File: config.mk
export PLATFORM = sky130hd
export DESIGN_NAME = watchdog_config_decode
export DESIGN_NICKNAME = d
export VERILOG_FILES = /design/src/rtl/tick_divider.v /design/src/rtl/watchdog_config_decode.v
export VERILOG_INCLUDE_DIRS = /design/src /design/src/rtl
export SDC_FILE = /design/constraint.sdc
export NUM_CORES = 1
export LEC_CHECK = 0
export BUFFER_PORTS_ARGS = -buffer_cell sky130_fd_sc_hd__buf_2
export CAP_MARGIN = 25
export CORE_MARGIN = 5
export CORE_UTILIZATION = 60
export CTS_CLUSTER_DIAMETER = 50
export CTS_CLUSTER_SIZE = 28
export DETAILED_ROUTE_END_ITERATION = 8
export PLACE_DENSITY = 0.84
export SYNTH_ARGS = -nofsm -noshare
export SYNTH_HDL_FRONTEND = slang
export SYNTH_SLANG_ARGS = --single-unit
File: constraint.sdc
create_clock -name mclk -period 11.8 [get_ports mclk]
set_input_delay 0.59 -clock mclk [delete_from_list [all_inputs] [get_ports mclk]]
set_output_delay 0.59 -clock mclk [all_outputs]
set_load 0.005 [all_outputs]
File: src/rtl/wdt_cfg_map.vh
// What this block does
// - window size codes 11/10/01/00 give 25/37.5/50/75%
// - fuse enable set: runs after a programming load, software cannot stop
// - fuse enable clear: stopped, software may start
// - window disable 1 non-window, 0 window
// - postscale ratio is two to the code
// - codes above 10100 act as 10100
// - fields at 25:24, 23, 22, 20:16
// - fields readable, set only by programming
`ifndef WDT_CFG_MAP_VH
`define WDT_CFG_MAP_VH
`define ADDR_CONFIG 12'h000
`define ADDR_CTRL 12'h004
`define ADDR_STATUS 12'h008
`define ADDR_BITS 12
`define WIN_SZ_HI 25
`define WIN_SZ_LO 24
`define FUSE_EN_BIT 23
`define WIN_DIS_BIT 22
`define PS_HI 20
`define PS_LO 16
`define PS_MAX 5'h14
`define WIN_25 2'h3
`define WIN_37 2'h2
`define WIN_50 2'h1
`define WIN_75 2'h0
`define OPEN_H_SHIFT 1
`define OPEN_Q_SHIFT 2
`define OPEN_E_SHIFT 3
`define OPEN_25_MUL 21'h3
`define OPEN_37_MUL 21'h5
`define DIV_W 16
`define ST_PS_HI 20
`define ST_PS_LO 16
`define CTRL_SW_EN 0
`define CTRL_KICK 1
`define ST_RUN 0
`define ST_TIMEOUT 1
`define ST_WFAULT 2
`define ST_CFG_VALID 3
`define CFG_RESET 32'hffffffff
`define TICK_NS 1000
`define CLK_NS 25
`define TICK_CYCLES (`TICK_NS / `CLK_NS)
`endif
File: src/rtl/tick_divider.v
`timescale 1ns/1ps
module tick_divider #(
	parameter DIV = 40,
	parameter W = 16
) (
	input wire mclk,
	input wire rst,
	input wire run,
	output reg tick
);
	localparam [W-1:0] LAST = DIV - 1;
	reg [W-1:0] cnt_reg;
	always @(posedge mclk or posedge rst) begin
		if (rst) begin
			cnt_reg <= {W{1'b0}};
			tick <= 1'b0;
		end else if (!run) begin
			cnt_reg <= {W{1'b0}};
			tick <= 1'b0;
		end else if (cnt_reg == LAST) begin
			cnt_reg <= {W{1'b0}};
			tick <= 1'b1;
		end else begin
			cnt_reg <= cnt_reg + 1'b1;
			tick <= 1'b0;
		end
	end
endmodule // tick_divider

File: src/rtl/watchdog_config_decode.v
// Local design decisions: the APB register port and the placing of the registers.
`timescale 1ns/1ps
`include "wdt_cfg_map.vh"
module watchdog_config_decode #(
	parameter TICK_DIV = `TICK_CYCLES
) (
	input wire mclk,
	input wire rst,
	input wire cfg_load,
	input wire [31:0] cfg_data,
	input wire psel,
	input wire penable,
	input wire pwrite,
	input wire [31:0] paddr,
	input wire [31:0] pwdata,
	output reg [31:0] prdata,
	output reg pready,
	output reg pslverr,
	output reg wdt_timeout,
	output reg wdt_window_fault,
	output reg wdt_running
);
	reg [31:0] config_word_one;
	reg cfg_valid_reg;
	reg sw_en_reg;
	reg timeout_reg;
	reg wfault_reg;
	reg [20:0] count_reg;
	wire tick;
	wire [1:0] wdt_window_size_sel = config_word_one[`WIN_SZ_HI:`WIN_SZ_LO];
	wire wdt_fuse_enable = config_word_one[`FUSE_EN_BIT];
	wire window_mode_disable = config_word_one[`WIN_DIS_BIT];
	wire [4:0] wdt_postscale_sel = config_word_one[`PS_HI:`PS_LO];
	wire [4:0] ps_eff;
	wire [20:0] ratio;
	reg [20:0] open_at;
	wire run;
	wire acc;
	wire wr;
	wire kick;
	wire mapped;
	wire expire;
	wire early;
	wire sel_config;
	wire sel_ctrl;
	wire sel_status;
	wire ctrl_wr;
	wire status_wr;
	wire clr_timeout;
	wire clr_wfault;
	wire count_restart;
	wire fuse_run;
	wire soft_run;
	wire [20:0] ratio_half;
	wire [20:0] ratio_quarter;
	wire [20:0] ratio_eighth;
	wire [20:0] last_count;
	reg [31:0] ctrl_word;
	reg [31:0] status_word;
	reg [31:0] rdata_next;
	reg err_next;
	reg timeout_next;
	reg wfault_next;

	assign ps_eff = (wdt_postscale_sel > `PS_MAX) ? `PS_MAX : wdt_postscale_sel;
	assign ratio = 21'h000001 << ps_eff;
	assign last_count = ratio - 21'h000001;
	assign ratio_half = ratio >> `OPEN_H_SHIFT;
	assign ratio_quarter = ratio >> `OPEN_Q_SHIFT;
	assign ratio_eighth = ratio >> `OPEN_E_SHIFT;
	// fuse forces run regardless of the software bit
	assign fuse_run = cfg_valid_reg & wdt_fuse_enable;
	assign soft_run = cfg_valid_reg & sw_en_reg;
	assign run = fuse_run | soft_run;

	// first count at which a clear is legal in window mode
	always @* begin
		case (wdt_window_size_sel)
		`WIN_25: open_at = ratio_quarter * `OPEN_25_MUL;
		`WIN_37: open_at = ratio_eighth * `OPEN_37_MUL;
		`WIN_50: open_at = ratio_half;
		`WIN_75: open_at = ratio_quarter;
		default: open_at = 21'h0;
		endcase
	end

	assign acc = psel & penable & pready;
	assign wr = acc & pwrite;
	assign sel_config = (paddr[`ADDR_BITS-1:0] == `ADDR_CONFIG);
	assign sel_ctrl = (paddr[`ADDR_BITS-1:0] == `ADDR_CTRL);
	assign sel_status = (paddr[`ADDR_BITS-1:0] == `ADDR_STATUS);
	assign mapped = sel_config | sel_ctrl | sel_status;
	// no bus write path to the config word
	assign ctrl_wr = wr & sel_ctrl;
	assign status_wr = wr & sel_status;
	assign clr_timeout = status_wr & pwdata[`ST_TIMEOUT];
	assign clr_wfault = status_wr & pwdata[`ST_WFAULT];
	assign kick = ctrl_wr & pwdata[`CTRL_KICK];
	assign count_restart = !run | kick | expire;
	// >= also ends a count left above a smaller reloaded ratio
	assign expire = run & tick & (count_reg >= last_count);
	assign early = run & kick & !window_mode_disable & (count_reg < open_at);

	tick_divider #(
		.DIV(TICK_DIV),
		.W(`DIV_W)
	) u_tick (
		.mclk(mclk),
		.rst(rst),
		.run(run),
		.tick(tick)
	);

	// config word changes only by a programming load
	always @(posedge mclk or posedge rst) begin
		if (rst) begin
			config_word_one <= `CFG_RESET;
			cfg_valid_reg <= 1'b0;
		end else if (cfg_load) begin
			config_word_one <= cfg_data;
			cfg_valid_reg <= 1'b1;
		end
	end

	always @(posedge mclk or posedge rst) begin
		if (rst) begin
			sw_en_reg <= 1'b0;
		end else if (ctrl_wr) begin
			sw_en_reg <= pwdata[`CTRL_SW_EN];
		end
	end

	always @(posedge mclk or posedge rst) begin
		if (rst) begin
			count_reg <= 21'h0;
		end else if (count_restart) begin
			count_reg <= 21'h0;
		end else if (tick) begin
			count_reg <= count_reg + 21'h1;
		end
	end

	// a new event wins over a write-one clear
	always @* begin
		timeout_next = timeout_reg;
		if (clr_timeout) begin
			timeout_next = 1'b0;
		end
		if (expire) begin
			timeout_next = 1'b1;
		end
	end

	always @* begin
		wfault_next = wfault_reg;
		if (clr_wfault) begin
			wfault_next = 1'b0;
		end
		if (early) begin
			wfault_next = 1'b1;
		end
	end

	// sticky status flags
	always @(posedge mclk or posedge rst) begin
		if (rst) begin
			timeout_reg <= 1'b0;
			wfault_reg <= 1'b0;
		end else begin
			timeout_reg <= timeout_next;
			wfault_reg <= wfault_next;
		end
	end

	always @(posedge mclk or posedge rst) begin
		if (rst) begin
			wdt_timeout <= 1'b0;
			wdt_window_fault <= 1'b0;
			wdt_running <= 1'b0;
		end else begin
			wdt_timeout <= expire;
			wdt_window_fault <= early;
			wdt_running <= run;
		end
	end

	// register images as software reads them
	always @* begin
		ctrl_word = 32'h00000000;
		ctrl_word[`CTRL_SW_EN] = sw_en_reg;
	end

	always @* begin
		status_word = 32'h00000000;
		status_word[`ST_RUN] = run;
		status_word[`ST_TIMEOUT] = timeout_reg;
		status_word[`ST_WFAULT] = wfault_reg;
		status_word[`ST_CFG_VALID] = cfg_valid_reg;
		status_word[`ST_PS_HI:`ST_PS_LO] = ps_eff;
	end

	// unmapped offsets read zero and answer with an error
	always @* begin
		rdata_next = 32'h00000000;
		err_next = !mapped;
		case (paddr[`ADDR_BITS-1:0])
		`ADDR_CONFIG: rdata_next = config_word_one;
		`ADDR_CTRL: rdata_next = ctrl_word;
		`ADDR_STATUS: rdata_next = status_word;
		default: rdata_next = 32'h00000000;
		endcase
	end

	// apb: ready one cycle into the access phase
	always @(posedge mclk or posedge rst) begin
		if (rst) begin
			pready <= 1'b0;
			pslverr <= 1'b0;
			prdata <= 32'h00000000;
		end else if (psel && penable && !pready) begin
			pready <= 1'b1;
			pslverr <= err_next;
			prdata <= rdata_next;
		end else begin
			pready <= 1'b0;
			pslverr <= 1'b0;
		end
	end
endmodule // watchdog_config_decode

==> flow_summary_export.csv, run 1 <==
group,metric,value,unit
outcome,status,"finished, final reports clean",
yosys,synth-main-ff-cell,"dfrtp_1",
route,drt_first_pass_iters,5,
clock_network,ctsHoldBuffers,0,
yosys,netlist_top_cells_count,"121 x ha_1, 79 x dfrtp_1, 78 x nand2_1, 76 x nor2_1, 55 x a21oi_1",
timing,max_freq,187,MHz
layout,final_cells,1226,
worst_setup_path,crit_chain,"nor3b_1 -> nand2_1 -> inv_1 -> ha_1 -> ha_1 -> fa_1 -> a21oi_1 -> nor2b_1 -> o21ai_0 -> nand2b_1 -> a21oi_1 -> xor2_1 -> mux4_2 -> ha_1 -> a21o_1 -> a21o_1 -> a21oi_1 -> nor2_1 -> a211oi_1 -> o21ai_0 -> o21ai_1",
yosys,synth_area_leaders,"dfrtp_1 22%, ha_1 17%, dfstp_2 9.3%, xnor2_1 4.9%, mux2_2 4.0%",
timing,whs,0.242,ns
layout,nets,1261,
clock_network,clockBufferDepth,2,
grt,grt_pass1_vias,7125,
place,place_area,9550,um^2
grt,gr-total-overflow,0,
grt,grt_usage,23.6,%
floorplan,coreArea,14600,um^2
worst_setup_path,end_kind,"register",
layout,fin_util,67.3,%
clock_network,clock_latency,0.35,ns
timing,rsz0062_at_grt,"no",
grt,grt_antenna_before_repair,2,
layout,final_cell_area,9860,um^2
yosys,yosys.area.top_type_share,21.9,%
place,place_congestion,0.919,
min_path,hold_path.class,"in2async",
layout,regArea,2820,um^2
clock_network,cts-root-buf,"clkbuf_16",
clock_network,clk_pin_slew_worst_paths,0.08,ns
clock_network,cts_buffers,9,
timing,max_slew_margin,40.4,%
place,placed_cells,1208,
route,viasPerCell,6.12,
route,wl,20900,um
route,routedWlPerCell,17.0,um
worst_setup_path,crit_fanout,11,
yosys,synth-seq-cells,111,
yosys,yosys_warnings,0,
grt,grt_start_max_net_pins,78,
pwr,p_per_area,92.8,nW/um^2
timing,post-route-period-util,45.2,%
worst_setup_path,cp_data_arrival_time,5.62,ns
timing,final.min_clock_period,5.34,ns
worst_setup_path,critPathRequiredTime,12.08,ns
timing,fin_skew,0.00951,ns
floorplan,ios,139,
route,initialDrtViolationCount,584,
floorplan,initial_core_util,61.5,%
worst_setup_path,start_kind,"register",
clock_network,postCtsSetupBuffers,0,
floorplan,die-area,17600,um^2
pwr,power.leakage,4.85,nW
yosys,async_flop_share,100,%
clock_network,cts_tree,"yes",
place,place_hpwl,15700,um
timing,worst_slack,6.46,ns
worst_setup_path,path_class,"reg2reg",
route,ant_nets,0,
yosys,synth.avg_cell_area,9.33,um^2
yosys,syn_inst,966,
worst_setup_path,max_stage_delay,0.66,ns
place,portBuffers,89,
layout,fillCellCount,1108,
layout,area_delta_synth_final,9.39,%
yosys,syn_area,9010,um^2
yosys,yosysMostFrequentCell,"ha_1",
route,vias,7503,
timing,finalSetupViolCount,0,
timing,slew_violations,0,
timing,tightestPinTransition,0.894,ns
flow_run,cap_viol_max_count,0,
floorplan,die_y,133,um
timing,hold_viol,0,
pwr,power,0.914,mW
floorplan,die_w,133,um
yosys,ys_seq_area_share,31.3,%
floorplan,core.rowCount,44,
grt,grt_pass1_wl,34900,um
clock_network,cts_resized,0,
layout,multi_input_area,5870,um^2
yosys,synth-edff-count,0,
layout,drive_gt1_share,20.2,%
yosys,ys_types,84,
clock_network,h-tree-depth,3,
route,route.detailed.drc,0,
timing,tns,0,ns
pwr,peakVddDrop,108,uV
yosys,yosys.area.top_type,"dfrtp_1",
worst_setup_path,crit_path_top_delay_cell,"dfstp_2",
clock_network,cts_sinks,111,
place,post-place-ws,6.58,ns
==> area by class of cell <==
class,count,share of cell area [%]
well taps,184,2.34
clock buffers,10,2.32
multi-input cells,779,59.6
diodes,1,0.0254
inverters,41,1.59
repair buffers,94,4.98
clock inverters,6,0.609
flip-flops and latches,111,28.6
==> final timing paths <==
path	depth (start not counted)	slack [ns]	to	from
worst max-delay path	21	6.46	wfault_reg	config_word_one[18]
worst min-delay path	2	0.24	u_tick.cnt_reg[9]	rst
worst max register to register	21	6.46	wfault_reg	config_word_one[18]
worst min register to register	1	0.45	u_tick.cnt_reg[0]	u_tick.cnt_reg[0]
max in group asynchronous	3	10.33	prdata[26]	rst
min in group mclk	1	0.45	u_tick.cnt_reg[0]	u_tick.cnt_reg[0]
==> where the power goes <==
group	switching, mW	total, mW	leakage (nW)	internal, mW
registers	0.0208	0.423	1.43	0.402
clock network	0.146	0.296	0.143	0.149
logic	0.113	0.196	3.28	0.0821
==> worst max-delay path: cells and delay by family (launching register included) <==
| family | cells | cell delay, ns |
|---|---|---|
| AO/OA/AOI/OAI | 9 | 1.64 |
| adder cells (fa/ha/maj) | 4 | 1.15 |
| AND/OR/NAND/NOR | 5 | 1.02 |
| flip-flops | 1 | 0.66 |
| multiplexers | 1 | 0.49 |
| buffers and inverters | 1 | 0.23 |
| XOR/XNOR | 1 | 0.09 |
==> layout by cell type (no fill, tap or decap), drive strengths merged, types with 5 or more instances in the layout <==
cell    count
or2         5
nand2      79
nor2       76
xor2       22
mux2       32
and3        8
nor2b       9
a22o       23
nand2b     10
o31ai      10
a21o       18
a21oi      56
buf        94
mux2i       7
dfrtp      79
o21a        8
inv        44
nand3      30
nand4      25
clkbuf     10
dfstp      32
xnor2      50
a211oi     11
ha        121
nor4       12
o21ai      54
nor3       39
or3         6
==> cells by family (layout without fill, tap and decap cells) <==
kind of cell               after synthesis  in the layout  share of synthesized area [%]
and+or+nand+nor                        318            318                           17.9
AOI/OAI and AO/OA                      224            224                           17.9
adders and majority gates              123            123                           17.2
DFF                                    111            111                           31.3
buffers and inverters                   77            151                           3.62
xor gates and xnor gates                72             72                           7.00
muxes                                   40             40                           5.03
other                                    1              3                         0.0416
==> per-layer routing <==
metal	vias up	wire length [um]	GRT usage [%]
met4	2	353	6.47
met2	243	9600	37.1
met3	34	1560	6.00
li1	3654	-	-
met1	3570	9350	32.4
met5	-	20	0
Note: power is estimated with default switching activity, not from simulation.
==> run 2, diff against run 1 <==
--- a/config.mk
+++ b/config.mk
@@ -9,11 +9,11 @@
 export BUFFER_PORTS_ARGS = -buffer_cell sky130_fd_sc_hd__buf_2
 export CAP_MARGIN = 25
 export CORE_MARGIN = 5
-export CORE_UTILIZATION = 60
+export CORE_UTILIZATION = 59
 export CTS_CLUSTER_DIAMETER = 50
 export CTS_CLUSTER_SIZE = 28
 export DETAILED_ROUTE_END_ITERATION = 8
-export PLACE_DENSITY = 0.84
+export PLACE_DENSITY = 0.82
 export SYNTH_ARGS = -nofsm -noshare
 export SYNTH_HDL_FRONTEND = slang
 export SYNTH_SLANG_ARGS = --single-unit
==> constraint.sdc (replaced) <==
create_clock -name mclk -period 5.18 [get_ports mclk]
set_input_delay 0.259 -clock mclk [delete_from_list [all_inputs] [get_ports mclk]]
set_output_delay 0.259 -clock mclk [all_outputs]
set_load 0.005 [all_outputs]
==> run 2 against run 1 <==
Net effect: non-clock buffer count grew 17; clock power grew 140%; cell count grew 1.6%; hold slack lost 0.11 ns; register-to-register slack lost 6.2 ns; utilization shrank 0.85 points; first-iteration DRC count shrank 12%; cell area grew 1.7%; power grew 130%; clock skew shrank 0.00061 ns; via count grew 0.52%.
==> flow_summary_export.csv, run 2 (synthesized netlist as in run 1, its figures left out) <==
group,metric,value,unit
outcome,status,"finished, final reports clean",
route,routedWlPerCell,17.1,um
clock_network,clk_pin_slew_worst_paths,0.08,ns
clock_network,clockBufferDepth,2,
worst_setup_path,path_class,"reg2reg",
worst_setup_path,cp_data_arrival_time,5.16,ns
pwr,power,2.12,mW
layout,drive_gt1_share,21.6,%
clock_network,cts_sinks,111,
pwr,p_per_area,212,nW/um^2
layout,final_cell_area,10000,um^2
route,initialDrtViolationCount,512,
min_path,hold_path_depth,2,
worst_setup_path,rr_worst_depth,20,
floorplan,ios,139,
timing,tns,0,ns
route,route.detailed.drc,0,
floorplan,die-area,17800,um^2
min_path,min_from,"cfg_data[11]",
worst_setup_path,r2r_start,"config_word_one[18]",
timing,hold_viol,0,
worst_setup_path,crit_chain,"or3b_2 -> nor2_1 -> buf_4 -> inv_1 -> ha_1 -> nor2b_1 -> o31a_1 -> o41ai_4 -> inv_1 -> a21oi_1 -> xor2_1 -> mux4_2 -> ha_1 -> a21o_1 -> a21o_1 -> a21oi_1 -> nor2_1 -> a211oi_1 -> o21ai_0 -> o21ai_1",
grt,gr-total-overflow,0,
route,vias,7542,
timing,tightestPinTransition,0.777,ns
pwr,p_clk_share,33.0,%
timing,finalSetupViolCount,0,
pwr,internal_power,1.48,mW
pwr,peakVddDrop,269,uV
route,drt_first_pass_iters,5,
clock_network,h-tree-depth,3,
layout,num_antenna_cells,0,
layout,area_delta_synth_final,11.3,%
pwr,power_switching,0.639,mW
worst_setup_path,start_kind,"register",
route,ant_nets,0,
min_path,hold_path.class,"in2reg",
timing,final.min_clock_period,4.89,ns
clock_network,clock_latency,0.35,ns
timing,slew_violations,0,
worst_setup_path,crit_path_top_delay_cell,"dfstp_2",
place,place_hpwl,16100,um
clock_network,postCtsSetupBuffers,0,
pwr,power.leakage,4.94,nW
place,place_congestion,0.940,
worst_setup_path,r2r-end,"wfault_reg",
timing,fin_skew,0.00890,ns
pwr,seqPwrFrac,45.0,%
floorplan,core.rowCount,45,
worst_setup_path,r2r_setup_slack,0.29,ns
floorplan,die_w,134,um
layout,nets,1278,
grt,grt_antenna_before_repair,0,
layout,most-common-layout-cells,"121 x ha_1, 89 x buf_2, 79 x dfrtp_1, 78 x nand2_1, 76 x nor2_1",
pwr,pwr-share-comb,22.0,%
grt,grt_usage,24.4,%
route,viasPerCell,6.05,
timing,max_freq,205,MHz
timing,worst_slack,0.294,ns
route,wl,21400,um
worst_setup_path,critPathRequiredTime,5.45,ns
pwr,sw_frac_of_total,30.1,%
layout,final_common_cell,"ha_1",
floorplan,initial_core_util,59.7,%
flow_run,cap_viol_max_count,0,
clock_network,cts_tree,"yes",
timing,max_slew_margin,48.2,%
clock_network,cts_buffers,9,
grt,grt_pass1_vias,7384,
floorplan,coreArea,15100,um^2
place,portBuffers,89,
worst_setup_path,end_kind,"register",
grt,grt_start_max_net_pins,65,
grt,grt_pass1_wl,36200,um
min_path,min_to,"config_word_one[11]",
layout,fillCellCount,1194,
worst_setup_path,max_stage_delay,0.65,ns
place,place_area,9670,um^2
floorplan,die_y,134,um
place,post-place-ws,0.145,ns
worst_setup_path,crit_fanout,11,
timing,post-route-period-util,94.3,%
layout,fin_util,66.5,%
clock_network,cts-root-buf,"clkbuf_16",
## run 2: cell types whose count changed in the layout (fill, tap and decap cells not counted), sizes merged
cell | previous run | this run
clkbuf | 10 | 11
diode | 1 | 0
buf | 94 | 110
clkinv | 3 | 2
dlygate4sd3 | 0 | 1
## run 2: area by class of cell
class	count	area (um^2)	share of cell area (%)
multi-input cells	779	5890	58.7
flip-flops and latches	111	2820	28.1
repair buffers	111	617	6.15
clock buffers	11	254	2.53
well taps	188	235	2.35
inverters	41	156	1.56
clock inverters	5	56.3	0.562
## run 2: worst max-delay path, delay by kind of cell (launching register included)
family	cells	cell delay, ns
AND/OR/NAND/NOR	4	0.87
adder cells (fa/ha/maj)	2	0.56
flip-flops	1	0.65
multiplexers	1	0.49
AO/OA/AOI/OAI	9	1.82
XOR/XNOR	1	0.08
buffers and inverters	3	0.34
## run 2: worst max path at each step
stage                             start           end  slack, ns  depth (start not counted)
floorplan           config_word_one[18]    wfault_reg       0.65                         20
global placement    config_word_one[18]    wfault_reg       0.32                         21
detailed placement  config_word_one[18]  count_reg[9]       0.14                         18
CTS                 config_word_one[18]  count_reg[9]       0.09                         18
global route        config_word_one[18]  count_reg[7]     -0.002                         18
finish              config_word_one[18]    wfault_reg       0.29                         20
## run 2: layer usage
layer	GRT usage (%)	up-vias	share of wire, %
li1	-	3698	-
met1	33.5	3606	44
met2	39.1	198	46
met3	5.17	40	6.6
met4	7.26	0	2.4
met5	0	-	0
## run 2: power groups by stage
stage               Sequential, mW  Combinational, mW  Clock, mW
global route                 0.960              0.520      0.749
floorplan                    0.944              0.355          0
CTS                          0.953              0.463      0.710
global placement             0.965              0.444          0
finish                       0.954              0.468      0.699
detailed placement           0.969              0.458          0
## run 2: per-stage QoR
| stage | instances | hold WS, ns |
|---|---|---|
| 2_1_floorplan | 967 | 0.377 |
| 3_5_place_dp | 1228 | 0.363 |
| 5_1_grt | 1246 | 0.126 |
| 4_1_cts | 1245 | 0.130 |
| 3_3_place_gp | 1228 | 0.361 |
| 6_report | 1246 | 0.135 |
## run 2: timing repair
item,4_1_cts,5_1_grt
hold endpoints to repair,33,0
hold buffers,1,0
setup endpoints to repair,0,19
resized for setup,0,6
